### config.mk
export PLATFORM = sky130hd
export DESIGN_NAME = dci_intc
export DESIGN_NICKNAME = d
export VERILOG_FILES = /design/src/logic/dci_pkg.sv /design/src/logic/dci_intc.sv
export SDC_FILE = /design/constraint.sdc
export NUM_CORES = 2
export LEC_CHECK = 0
export BUFFER_PORTS_ARGS = -buffer_cell sky130_fd_sc_hd__buf_2
export CAP_MARGIN = 20
export CORE_MARGIN = 3
export CORE_UTILIZATION = 55
export DETAILED_ROUTE_END_ITERATION = 10
export PLACE_DENSITY = 0.77
export SLEW_MARGIN = 40
export SYNTH_ARGS = -nofsm -noshare
export SYNTH_HDL_FRONTEND = slang
export SYNTH_SLANG_ARGS = --single-unit
### constraint.sdc
create_clock -name ref_clk_in -period 7.4 [get_ports ref_clk_in]
set_clock_uncertainty 0.2 [all_clocks]
set_input_delay 1.48 -clock ref_clk_in [delete_from_list [all_inputs] [get_ports ref_clk_in]]
set_output_delay 1.48 -clock ref_clk_in [all_outputs]
set_load 0.005 [all_outputs]
### src/logic/dci_pkg.sv
// constants and types shared by the dsp core interrupt controller
package dci_pkg;
  // register bus geometry
  localparam int unsigned DCI_AW = 4;
  localparam int unsigned DCI_DW = 16;
  localparam int unsigned DCI_VW = 24;
  localparam int unsigned DCI_NPER = 15;
  localparam int unsigned DCI_NLVL = 16;
  localparam int unsigned DCI_NFLAG = 2;
  localparam int unsigned DCI_NEV = 4;
  // register offsets
  localparam logic [3:0] DCI_A_CTRL = 4'h0;
  localparam logic [3:0] DCI_A_MASK = 4'h1;
  localparam logic [3:0] DCI_A_LATCH = 4'h2;
  localparam logic [3:0] DCI_A_PRIO0 = 4'h3;
  localparam logic [3:0] DCI_A_IRQ_STS = 4'h7;
  localparam logic [3:0] DCI_A_IRQ_MSK = 4'h8;
  localparam logic [3:0] DCI_A_FLAG_CFG = 4'h9;
  localparam logic [3:0] DCI_A_STACK = 4'hA;
  localparam logic [3:0] DCI_A_ACTIVE = 4'hB;
  // control register fields
  localparam int unsigned DCI_C_NEST = 4;
  localparam int unsigned DCI_C_GIE = 5;
  localparam int unsigned DCI_C_BIAS = 7;
  localparam int unsigned DCI_C_PCSTK = 10;
  localparam int unsigned DCI_C_LPSTK = 11;
  localparam logic [15:0] DCI_CTRL_WMASK = 16'h0CB0;
  // reset values
  localparam logic [15:0] DCI_CTRL_RST = 16'h0000;
  localparam logic [15:0] DCI_MASK_RST = 16'h0000;
  localparam logic [15:0] DCI_LATCH_RST = 16'h0000;
  localparam logic [15:0] DCI_PRIO_RST [4] = '{16'h3210, 16'h7654, 16'hBA98, 16'h0BBB};
  localparam logic [3:0] DCI_FLAG_CFG_RST = 4'h0;
  // fixed mask/latch positions and priority mapping
  localparam int unsigned DCI_L_RESET = 0;
  localparam int unsigned DCI_L_PWRDN = 1;
  localparam int unsigned DCI_L_STACK = 2;
  localparam int unsigned DCI_L_KERNEL = 3;
  localparam logic [3:0] DCI_L_USER0 = 4'h4;
  localparam logic [3:0] DCI_L_LAST = 4'hF;
  localparam logic [3:0] DCI_PRIO_CAP = 4'hB;
  localparam logic [15:0] DCI_NOMASK = 16'h0003;
  // vectors
  localparam logic [23:0] DCI_VEC_STEP = 24'h00_0020;
  localparam logic [23:0] DCI_VEC_NOBOOT = 24'h01_0000;
  // stacks
  localparam int unsigned DCI_PC_DEPTH = 33;
  localparam int unsigned DCI_LOOP_DEPTH = 8;
  localparam int unsigned DCI_STAT_DEPTH = 16;
  localparam logic [5:0] DCI_PC_LOW = 6'h03;
  localparam logic [5:0] DCI_PC_HIGH = 6'h1C;
  // interrupt event bits
  localparam int unsigned DCI_E_TAKEN = 0;
  localparam int unsigned DCI_E_STKLVL = 1;
  localparam int unsigned DCI_E_STKERR = 2;
  localparam int unsigned DCI_E_EMU = 3;
  // flag pin trigger modes
  localparam logic [1:0] DCI_FM_LEVEL = 2'h0;
  localparam logic [1:0] DCI_FM_RISE = 2'h1;
  localparam logic [1:0] DCI_FM_FALL = 2'h2;
  localparam logic [1:0] DCI_FM_BOTH = 2'h3;
  typedef enum logic [0:0] {
    DCI_IDLE = 1'b0,
    DCI_OFFER = 1'b1
  } dci_state_t;
endpackage

### src/logic/dci_intc.sv
// prioritised interrupt controller with nesting stacks for a dsp core
//
// Our own choices: the placing of the registers and the address-and-strobe port.
`timescale 1ns/1ns
`default_nettype none
module dci_intc
  import dci_pkg::*;
(
  // clock, reset, enable
  input wire logic ref_clk_in,
  input wire logic reset_in,
  input wire logic ce_in,
  // register port
  input wire logic [DCI_AW-1:0] reg_addr_in,
  input wire logic [DCI_DW-1:0] reg_wdata_in,
  input wire logic reg_wr_in,
  input wire logic reg_rd_in,
  output logic [DCI_DW-1:0] reg_rdata_out,
  // interrupt sources
  input wire logic emu_req_in,
  input wire logic reset_req_in,
  input wire logic pwrdn_req_in,
  input wire logic kernel_req_in,
  input wire logic [DCI_NPER-1:0] periph_req_in,
  input wire logic [DCI_NFLAG-1:0] flag_pin_in,
  // program sequencer
  input wire logic no_boot_in,
  input wire logic global_irq_on_instr_in,
  input wire logic global_irq_off_instr_in,
  output logic vector_valid_out,
  output logic [DCI_VW-1:0] vector_addr_out,
  output logic [3:0] vector_level_out,
  input wire logic vector_ack_in,
  input wire logic [DCI_VW-1:0] return_addr_in,
  input wire logic [DCI_DW-1:0] status_in,
  input wire logic rti_in,
  output logic emu_irq_out,
  output logic biased_round_out,
  // pc and loop stacks for calls and loops
  input wire logic pc_push_in,
  input wire logic pc_pop_in,
  input wire logic [DCI_VW-1:0] pc_push_data_in,
  output logic [DCI_VW-1:0] pc_pop_data_out,
  output logic [DCI_DW-1:0] status_pop_data_out,
  input wire logic loop_push_in,
  input wire logic loop_pop_in,
  input wire logic [DCI_VW-1:0] loop_push_data_in,
  output logic [DCI_VW-1:0] loop_pop_data_out,
  // summary interrupt
  output logic irq_out
);

  // lowest set bit index, bit 4 set when none
  function automatic logic [4:0] first_set(input logic [15:0] v);
    logic [4:0] r;
    r = 5'h10;
    for (int i = 15; i >= 0; i--) begin
      if (v[i]) begin
        r = 5'(i);
      end
    end
    return r;
  endfunction

  // priority level to mask/latch position
  function automatic logic [3:0] level_pos(input logic [3:0] prio);
    logic [3:0] p;
    if (prio >= DCI_PRIO_CAP) begin
      p = DCI_L_LAST;
    end else begin
      p = prio + DCI_L_USER0;
    end
    return p;
  endfunction

  logic [15:0] ctrl_r;
  logic [15:0] ctrl_nxt;
  logic [15:0] mask_r;
  logic [15:0] latch_r;
  logic [15:0] prio_r [4];
  logic [3:0] flag_cfg_r;
  logic [DCI_NFLAG-1:0] flag_prev_r;
  logic [DCI_NEV-1:0] irq_sts_r;
  logic [DCI_NEV-1:0] irq_msk_r;
  logic [15:0] active_r;
  dci_state_t st_r;
  logic [3:0] vec_idx_r;
  logic [5:0] pc_cnt_r;
  logic [4:0] stat_cnt_r;
  logic [3:0] loop_cnt_r;
  logic [DCI_VW-1:0] pc_mem [DCI_PC_DEPTH];
  logic [DCI_DW-1:0] stat_mem [DCI_STAT_DEPTH];
  logic [DCI_VW-1:0] loop_mem [DCI_LOOP_DEPTH];

  logic wr_ctrl;
  logic wr_mask;
  logic wr_latch;
  logic wr_sts;
  logic [15:0] src_hot [DCI_NPER];
  logic [DCI_NFLAG-1:0] flag_hit;
  logic [15:0] periph_set;
  logic [15:0] hw_set;
  logic [15:0] ack_clr;
  logic [15:0] pending;
  logic [4:0] cand;
  logic [4:0] act_top;
  logic stack_lvl;
  logic grant;
  logic take;
  logic pc_push;
  logic pc_pop;
  logic [DCI_VW-1:0] pc_wdata;
  logic pc_err;
  logic stat_err;
  logic loop_err;
  logic [DCI_NEV-1:0] ev;

  assign wr_ctrl = reg_wr_in && (reg_addr_in == DCI_A_CTRL);
  assign wr_mask = reg_wr_in && (reg_addr_in == DCI_A_MASK);
  assign wr_latch = reg_wr_in && (reg_addr_in == DCI_A_LATCH);
  assign wr_sts = reg_wr_in && (reg_addr_in == DCI_A_IRQ_STS);

  // flag pin triggers and peripheral level mapping
  genvar g;
  generate
    for (g = 0; g < DCI_NFLAG; g++) begin : g_flag
      logic rise;
      logic fall;
      assign rise = flag_pin_in[g] && !flag_prev_r[g];
      assign fall = !flag_pin_in[g] && flag_prev_r[g];
      always_comb begin
        unique case (flag_cfg_r[2*g +: 2])
          DCI_FM_LEVEL: flag_hit[g] = flag_pin_in[g];
          DCI_FM_RISE: flag_hit[g] = rise;
          DCI_FM_FALL: flag_hit[g] = fall;
          DCI_FM_BOTH: flag_hit[g] = rise || fall;
        endcase
      end
    end
    for (g = 0; g < DCI_NPER; g++) begin : g_src
      logic req;
      logic [3:0] prio;
      assign prio = prio_r[g / 4][4*(g % 4) +: 4];
      if (g == 12 || g == 13) begin : g_fl
        assign req = periph_req_in[g] || flag_hit[g - 12];
      end else begin : g_pl
        assign req = periph_req_in[g];
      end
      assign src_hot[g] = req ? (16'h0001 << level_pos(prio)) : 16'h0000;
    end
  endgenerate

  always_comb begin
    periph_set = 16'h0000;
    for (int i = 0; i < DCI_NPER; i++) begin
      periph_set = periph_set | src_hot[i];
    end
  end

  // stack level interrupt, enabled separately for the pc and loop stacks
  assign stack_lvl = (ctrl_r[DCI_C_PCSTK] && (pc_cnt_r < DCI_PC_LOW || pc_cnt_r > DCI_PC_HIGH))
                  || (ctrl_r[DCI_C_LPSTK] && loop_cnt_r == 4'(DCI_LOOP_DEPTH));

  always_comb begin
    hw_set = periph_set;
    hw_set[DCI_L_RESET] = reset_req_in;
    hw_set[DCI_L_PWRDN] = pwrdn_req_in;
    hw_set[DCI_L_STACK] = stack_lvl;
    hw_set[DCI_L_KERNEL] = kernel_req_in;
  end

  // and with mask, lowest index wins
  assign pending = latch_r & (mask_r | DCI_NOMASK);
  assign cand = first_set(pending);
  assign act_top = first_set(active_r);

  always_comb begin
    grant = 1'b0;
    if (!cand[4] && !emu_req_in && st_r == DCI_IDLE) begin
      if (cand[3:0] == 4'(DCI_L_RESET)) begin
        grant = 1'b1;
      end else if (ctrl_r[DCI_C_GIE]) begin
        grant = act_top[4] || (ctrl_r[DCI_C_NEST] && cand < act_top);
      end
    end
  end

  assign take = (st_r == DCI_OFFER) && vector_ack_in;
  assign ack_clr = take ? (16'h0001 << vec_idx_r) : 16'h0000;

  // control register and global enable instructions
  always_comb begin
    ctrl_nxt = ctrl_r;
    if (wr_ctrl) begin
      ctrl_nxt = reg_wdata_in & DCI_CTRL_WMASK;
    end
    if (global_irq_on_instr_in) begin
      ctrl_nxt[DCI_C_GIE] = 1'b1;
    end
    if (global_irq_off_instr_in) begin
      ctrl_nxt[DCI_C_GIE] = 1'b0;
    end
  end

  always_ff @(posedge ref_clk_in) begin
    if (reset_in) begin
      ctrl_r <= DCI_CTRL_RST;
    end else if (ce_in) begin
      ctrl_r <= ctrl_nxt;
    end
  end

  always_ff @(posedge ref_clk_in) begin
    if (reset_in) begin
      mask_r <= DCI_MASK_RST;
      flag_cfg_r <= DCI_FLAG_CFG_RST;
      irq_msk_r <= '0;
    end else if (ce_in && reg_wr_in) begin
      if (wr_mask) begin
        mask_r <= reg_wdata_in;
      end
      if (reg_addr_in == DCI_A_FLAG_CFG) begin
        flag_cfg_r <= reg_wdata_in[3:0];
      end
      if (reg_addr_in == DCI_A_IRQ_MSK) begin
        irq_msk_r <= reg_wdata_in[DCI_NEV-1:0];
      end
    end
  end

  always_ff @(posedge ref_clk_in) begin
    if (reset_in) begin
      for (int i = 0; i < 4; i++) begin
        prio_r[i] <= DCI_PRIO_RST[i];
      end
    end else if (ce_in && reg_wr_in) begin
      for (int i = 0; i < 4; i++) begin
        if (reg_addr_in == DCI_A_PRIO0 + 4'(i)) begin
          prio_r[i] <= reg_wdata_in;
        end
      end
    end
  end

  always_ff @(posedge ref_clk_in) begin
    if (reset_in) begin
      latch_r <= DCI_LATCH_RST;
    end else if (ce_in) begin
      latch_r <= ((wr_latch ? reg_wdata_in : latch_r) & ~ack_clr) | hw_set;
    end
  end

  always_ff @(posedge ref_clk_in) begin
    if (reset_in) begin
      flag_prev_r <= '0;
    end else if (ce_in) begin
      flag_prev_r <= flag_pin_in;
    end
  end

  // vector offer and acknowledge
  always_ff @(posedge ref_clk_in) begin
    if (reset_in) begin
      st_r <= DCI_IDLE;
      vec_idx_r <= 4'h0;
      vector_addr_out <= '0;
    end else if (ce_in) begin
      unique case (st_r)
        DCI_IDLE: begin
          if (grant) begin
            st_r <= DCI_OFFER;
            vec_idx_r <= cand[3:0];
            vector_addr_out <= (no_boot_in ? DCI_VEC_NOBOOT : 24'h00_0000)
                             + 24'(24'(cand[3:0]) * DCI_VEC_STEP);
          end
        end
        DCI_OFFER: begin
          if (vector_ack_in) begin
            st_r <= DCI_IDLE;
          end
        end
      endcase
    end
  end

  assign vector_valid_out = (st_r == DCI_OFFER);
  assign vector_level_out = vec_idx_r;

  // in-service levels for nesting
  always_ff @(posedge ref_clk_in) begin
    if (reset_in) begin
      active_r <= '0;
    end else if (ce_in) begin
      active_r <= (active_r & ~((rti_in && !act_top[4]) ? (16'h0001 << act_top[3:0]) : 16'h0000))
                | ack_clr;
    end
  end

  always_ff @(posedge ref_clk_in) begin
    if (reset_in) begin
      emu_irq_out <= 1'b0;
    end else if (ce_in) begin
      emu_irq_out <= emu_req_in;
    end
  end

  assign biased_round_out = ctrl_r[DCI_C_BIAS];

  // push on entry, pop on return
  assign pc_push = take || pc_push_in;
  assign pc_pop = rti_in || pc_pop_in;
  assign pc_wdata = take ? return_addr_in : pc_push_data_in;
  assign pc_err = (pc_push && pc_cnt_r == 6'(DCI_PC_DEPTH)) || (pc_pop && pc_cnt_r == 6'h00);
  assign stat_err = (take && stat_cnt_r == 5'(DCI_STAT_DEPTH)) || (rti_in && stat_cnt_r == 5'h00);
  assign loop_err = (loop_push_in && loop_cnt_r == 4'(DCI_LOOP_DEPTH))
                 || (loop_pop_in && loop_cnt_r == 4'h0);

  always_ff @(posedge ref_clk_in) begin
    if (reset_in) begin
      pc_cnt_r <= '0;
      stat_cnt_r <= '0;
      loop_cnt_r <= '0;
    end else if (ce_in) begin
      if (!pc_err && pc_push) begin
        pc_cnt_r <= pc_cnt_r + 6'h01;
      end else if (!pc_err && pc_pop) begin
        pc_cnt_r <= pc_cnt_r - 6'h01;
      end
      if (!stat_err && take) begin
        stat_cnt_r <= stat_cnt_r + 5'h01;
      end else if (!stat_err && rti_in) begin
        stat_cnt_r <= stat_cnt_r - 5'h01;
      end
      if (!loop_err && loop_push_in) begin
        loop_cnt_r <= loop_cnt_r + 4'h1;
      end else if (!loop_err && loop_pop_in) begin
        loop_cnt_r <= loop_cnt_r - 4'h1;
      end
    end
  end

  // stack storage and popped values
  always_ff @(posedge ref_clk_in) begin
    if (reset_in) begin
      pc_pop_data_out <= '0;
      status_pop_data_out <= '0;
      loop_pop_data_out <= '0;
    end else if (ce_in) begin
      if (!pc_err && pc_push) begin
        pc_mem[pc_cnt_r] <= pc_wdata;
      end else if (!pc_err && pc_pop) begin
        pc_pop_data_out <= pc_mem[pc_cnt_r - 6'h01];
      end
      if (!stat_err && take) begin
        stat_mem[stat_cnt_r[3:0]] <= status_in;
      end else if (!stat_err && rti_in) begin
        status_pop_data_out <= stat_mem[4'(stat_cnt_r - 5'h01)];
      end
      if (!loop_err && loop_push_in) begin
        loop_mem[loop_cnt_r[2:0]] <= loop_push_data_in;
      end else if (!loop_err && loop_pop_in) begin
        loop_pop_data_out <= loop_mem[3'(loop_cnt_r - 4'h1)];
      end
    end
  end

  // sticky events, write one to clear, set wins
  always_comb begin
    ev = '0;
    ev[DCI_E_TAKEN] = take;
    ev[DCI_E_STKLVL] = stack_lvl;
    ev[DCI_E_STKERR] = pc_err || stat_err || loop_err;
    ev[DCI_E_EMU] = emu_req_in;
  end

  always_ff @(posedge ref_clk_in) begin
    if (reset_in) begin
      irq_sts_r <= '0;
    end else if (ce_in) begin
      irq_sts_r <= (irq_sts_r & ~(wr_sts ? reg_wdata_in[DCI_NEV-1:0] : '0)) | ev;
    end
  end

  assign irq_out = |(irq_sts_r & irq_msk_r);

  // read data, one cycle after the strobe
  always_ff @(posedge ref_clk_in) begin
    if (reset_in) begin
      reg_rdata_out <= '0;
    end else if (ce_in) begin
      reg_rdata_out <= '0;
      if (reg_rd_in) begin
        unique case (reg_addr_in)
          DCI_A_CTRL: reg_rdata_out <= ctrl_r;
          DCI_A_MASK: reg_rdata_out <= mask_r;
          DCI_A_LATCH: reg_rdata_out <= latch_r;
          4'h3: reg_rdata_out <= prio_r[0];
          4'h4: reg_rdata_out <= prio_r[1];
          4'h5: reg_rdata_out <= prio_r[2];
          4'h6: reg_rdata_out <= prio_r[3];
          DCI_A_IRQ_STS: reg_rdata_out <= {12'h000, irq_sts_r};
          DCI_A_IRQ_MSK: reg_rdata_out <= {12'h000, irq_msk_r};
          DCI_A_FLAG_CFG: reg_rdata_out <= {12'h000, flag_cfg_r};
          DCI_A_STACK: reg_rdata_out <= {4'h0, loop_cnt_r, 2'b00, pc_cnt_r};
          DCI_A_ACTIVE: reg_rdata_out <= active_r;
          default: reg_rdata_out <= '0;
        endcase
      end
    end
  end

endmodule
`default_nettype wire

==> results.rst <==
.. list-table::
   :header-rows: 1

   * - Metric
     - Value
   * - Result of the run
     - completed
   * - Final period utilization
     - 0.648
   * - Critical Path Max Stage Delay
     - 920 ps
   * - Required time reported for the critical path endpoint
     - about 7600 ps
   * - Final Core Density
     - 0.637
   * - Clock network latency to the later pin of the worst-skew pair
     - a little under 800 ps
   * - Buffers from clock root to sink, at most
     - 3
   * - Overall Power
     - ~22 mW
   * - Number of vias after detailed routing
     - 35000
   * - Combinational fraction of design power
     - 0.239
   * - First-pass GRT wire length
     - 234000 um
   * - Final hold vios
     - 0
   * - Number of iterations in the first detailed-routing pass
     - 8
   * - Ratio of cells with drive above 1 in the final layout
     - 0.263
   * - Antenna violations before repair
     - 18
   * - Final RePlAce weighted congestion
     - about 1
   * - Post-synthesis average cell area
     - ~17 sq um
   * - Average wire per cell in the routed design
     - ~30 um
   * - Most frequently used flop master after synthesis
     - sky130_fd_sc_hd__edfxtp_1
   * - Fin. max-slew vios
     - 0
   * - Number of enable-type register cells in the synthesized netlist
     - between 1000 and 1500
   * - Transition time at the pin with the least slew margin
     - ~880 ps
   * - Filler cell count
     - 7184
   * - Fin Setup TNS
     - 0 ps
   * - Pwr dens
     - around 320 nW/um^2
   * - Register clock-pin slew on the reported worst setup and hold paths
     - 60 ps
   * - Achievable Freq
     - around 210 MHz
   * - Switching Fraction
     - 0.293
   * - Die Wd
     - around 340 um
   * - Number of input and output port buffers inserted
     - roughly 240
   * - CP dominant cell by count
     - sky130_fd_sc_hd__buf_4
   * - Global route total overflow
     - 0
   * - I/O pin cnt
     - about 260
   * - Cell Int Power
     - approximately 16 mW
   * - Kind of start point of the critical path
     - input port
   * - Post-synthesis sequential element count
     - 1473
   * - FF-to-FF Start
     - pc_cnt_r[0]$_SDFFE_PP0P_
   * - Library cell contributing the largest single delay on the critical path
     - sky130_fd_sc_hd__nor2_4
   * - Total wire length after detailed routing
     - between 150000 and 200000 um
   * - Type of the tightest min-delay check
     - reg2reg
   * - # setup viols final
     - 0
   * - Clock group share of total power
     - 0.329
   * - Kind of end point of the critical path
     - flop
   * - Number of rows in the core area
     - between 100 and 150
   * - Remaining number of nets flagged by the antenna check after routing
     - 0
   * - Highest net fanout along the worst path
     - 55
   * - CTS tree
     - built
   * - Tot GR Track Use
     - 0.284
   * - Maximum VDD drop
     - ~510 uV
   * - Total clock buffers created by CTS
     - between 100 and 150
   * - Minimum period implied by the final worst setup slack
     - between 4000 and 5000 ps
   * - Rel. slew slack
     - 0.411
   * - Vias/cell
     - around 6.6
   * - Category of the critical setup timing path
     - in2reg
   * - Proportion of synthesized chip area in sequential cells
     - 0.707
   * - Cell-by-cell trace of the critical path
     - buf_4 > inv_1 > buf_4 > nand2_1 > nor2_1 > nand4_1 > nor2_4
   * - Count of hold buffers inserted by post-cts repair
     - 0
   * - Number of H-tree levels
     - 4
   * - Arrival time at the worst endpoint
     - around 5000 ps
   * - Die H
     - between 300 and 400 um
   * - Final critical-path setup slack
     - ~2600 ps
   * - Cell area after synthesis
     - between 60000 and 70000 sq um
   * - Synth async-reset ratio
     - 0
   * - Max-cap violations
     - 0
   * - First element of the critical path
     - reset_in
   * - DRC violations left
     - 0
   * - Static Leakage
     - around 22 nW
   * - Setup WS pre-CTS
     - 1820 ps
   * - Synth-to-layout area growth
     - 14.2%
   * - Hold path startpoint
     - pc_pop_data_out[12]$_SDFFE_PP0P_
   * - Total clock sinks
     - about 1500
   * - Root buffer cell
     - sky130_fd_sc_hd__clkbuf_16
   * - Warnings, synthesis
     - 0
   * - Pin count of the biggest net entering global routing
     - 85
   * - Synthesized netlist cell count
     - around 3500
   * - Area of the core
     - about 110000 sq um
   * - Net total in the final layout
     - slightly below 4000
   * - Number of cells upsized or downsized after cts
     - 0
   * - Starting utilization of the core area
     - 0.558
   * - Iter 0 DRT Violations
     - a little under 5000
   * - Post-detailed-placement half-perimeter wirelength
     - roughly 100000 um
   * - Vias in the first global route
     - approximately 35000
   * - Number of distinct standard cells referenced by the synthesized netlist
     - 76
   * - RSZ-0062 raised after global routing
     - false
   * - Psw
     - about 6.5 mW
   * - Sequential cell fraction of total power
     - 0.431
   * - Post-CTS setup buffer count
     - 0
   * - Die area
     - around 110000 sq um
stage by stage:
stage / area [sq um] / hold slack [ps] / instances
floorplan: 60200 / 236 / 3514
global placement: 63200 / 235 / 5002
detailed placement: 63600 / 243 / 5017
CTS: 68400 / 252 / 5287
global route: 68700 / 269 / 5307
finish: 68700 / 249 / 5310
cells by family (layout without fill, tap and decap cells):
kind of cell               after synthesis  count (layout)  synth area share
buffers and inverters                  242             627            0.0186
xor gates and xnor gates                16              16           0.00233
AOI/OAI and AO/OA                      453             453            0.0505
DFF                                   1473            1473             0.707
muxes                                  446             446             0.151
other                                    1              27         0.0000623
and+or+nand+nor                        846             846            0.0662
adders and majority gates               19              19           0.00395
cells in the mapped netlist (18+ instances only):
| master | number | area (sq um) |
|---|---|---|
| sky130_fd_sc_hd__mux4_2 | 370 | 8330 |
| sky130_fd_sc_hd__nand2_1 | 321 | 1200 |
| sky130_fd_sc_hd__nor2b_1 | 25 | 156 |
| sky130_fd_sc_hd__a31oi_1 | 27 | 169 |
| sky130_fd_sc_hd__dfxtp_1 | 169 | 3380 |
| sky130_fd_sc_hd__clkbuf_1 | 128 | 480 |
| sky130_fd_sc_hd__nor4_1 | 18 | 113 |
| sky130_fd_sc_hd__nand2b_1 | 55 | 344 |
| sky130_fd_sc_hd__edfxtp_1 | 1304 | 39200 |
| sky130_fd_sc_hd__inv_1 | 29 | 109 |
| sky130_fd_sc_hd__nand4_1 | 21 | 131 |
| sky130_fd_sc_hd__buf_4 | 34 | 255 |
| sky130_fd_sc_hd__nand3_1 | 53 | 265 |
| sky130_fd_sc_hd__a211oi_1 | 33 | 248 |
| sky130_fd_sc_hd__ha_1 | 19 | 238 |
| sky130_fd_sc_hd__mux2i_1 | 73 | 731 |
| sky130_fd_sc_hd__and2_1 | 41 | 257 |
| sky130_fd_sc_hd__o21ai_0 | 36 | 180 |
| sky130_fd_sc_hd__nor3_1 | 46 | 230 |
| sky130_fd_sc_hd__buf_2 | 31 | 155 |
| sky130_fd_sc_hd__o21ai_1 | 51 | 255 |
| sky130_fd_sc_hd__nor2_1 | 199 | 747 |
| sky130_fd_sc_hd__a21oi_1 | 112 | 561 |
| sky130_fd_sc_hd__a22oi_1 | 39 | 293 |
path summary, 6_finish.rpt:
| check | slack [ps] | depth (start not counted) | endpoint |
|---|---|---|---|
| min | 250 | 2 | pc_pop_data_out[12]$_SDFFE_PP0P_ |
| max reg2reg | 3470 | 9 | pc_pop_data_out[8]$_SDFFE_PP0P_ |
| min reg2reg | 250 | 2 | pc_pop_data_out[12]$_SDFFE_PP0P_ |
| max | 2610 | 7 | pc_mem[30][6]$_DFFE_PP_ |
layer usage:
layer,GRT usage,part of all wire
met5,0,0.00055
met4,0.115,0.044
met3,0.0683,0.10
met2,0.439,0.47
met1,0.395,0.38
flip-flops by register name, indices dropped and copies added (netlist names), 5 cells and up:
| signal | flops |
|---|---|
| mask_r | 16 |
| stat_mem | 256 |
| ctrl_r | 5 |
| pc_cnt_r | 6 |
| latch_r | 16 |
| reg_rdata_out | 16 |
| status_pop_data_out | 16 |
| loop_pop_data_out | 24 |
| prio_r | 64 |
| loop_mem | 192 |
| pc_mem | 792 |
| stat_cnt_r | 5 |
| active_r | 16 |
| pc_pop_data_out | 24 |
cells in the final DEF (no fill, tap or decap), drive strengths merged, types with 7 or more instances in the layout:
master	synthesis	routed
a31oi	27	27
inv	29	39
nor3	49	49
clkinv	2	65
buf	83	321
clkbuf	128	193
nand3	53	53
diode	0	8
a32o	11	11
dfxtp	169	169
a211oi	33	33
edfxtp	1304	1304
and2	41	41
a221oi	12	12
o21ai	87	87
a22oi	39	39
o211ai	11	11
xnor2	10	10
nand2	321	321
nand3b	8	8
nor4	19	19
nand2b	55	55
a22o	12	12
nor2	199	199
mux4	370	370
conb	1	19
a311oi	9	9
a21oi	113	113
nor3b	17	17
a222oi	13	13
or3	12	12
ha	19	19
o22ai	16	16
nor2b	25	25
mux2i	73	73
o2111ai	7	7
nand4	21	21
final cells by class:
type / count / area [sq um] / share of cell area
antenna: 8 / 20.0 / 0.000291
clock buffer: 188 / 3990 / 0.0581
clock inverter: 82 / 764 / 0.0111
inverter: 31 / 116 / 0.00169
multi-input combinational: 1799 / 17200 / 0.250
sequential: 1473 / 42600 / 0.619
tap: 1403 / 1760 / 0.0255
timing repair buffer: 326 / 2330 / 0.0339
worst max-delay path: cells and delay by family:
family,cells,cell delay [ps]
AND/OR/NAND/NOR,4,2600
buffers and inverters,3,800
power by group through the flow:
stage / registers (mW) / clock network [mW] / logic [mW]
2_1_floorplan: 9.53 / 0 / 3.61
6_report: 9.55 / 7.29 / 5.29
3_5_place_dp: 9.71 / 0 / 5.15
5_1_grt: 9.56 / 7.69 / 5.59
3_3_place_gp: 9.73 / 0 / 5.01
4_1_cts: 9.54 / 7.37 / 5.24
No activity file was read; power rests on OpenSTA's default activity.
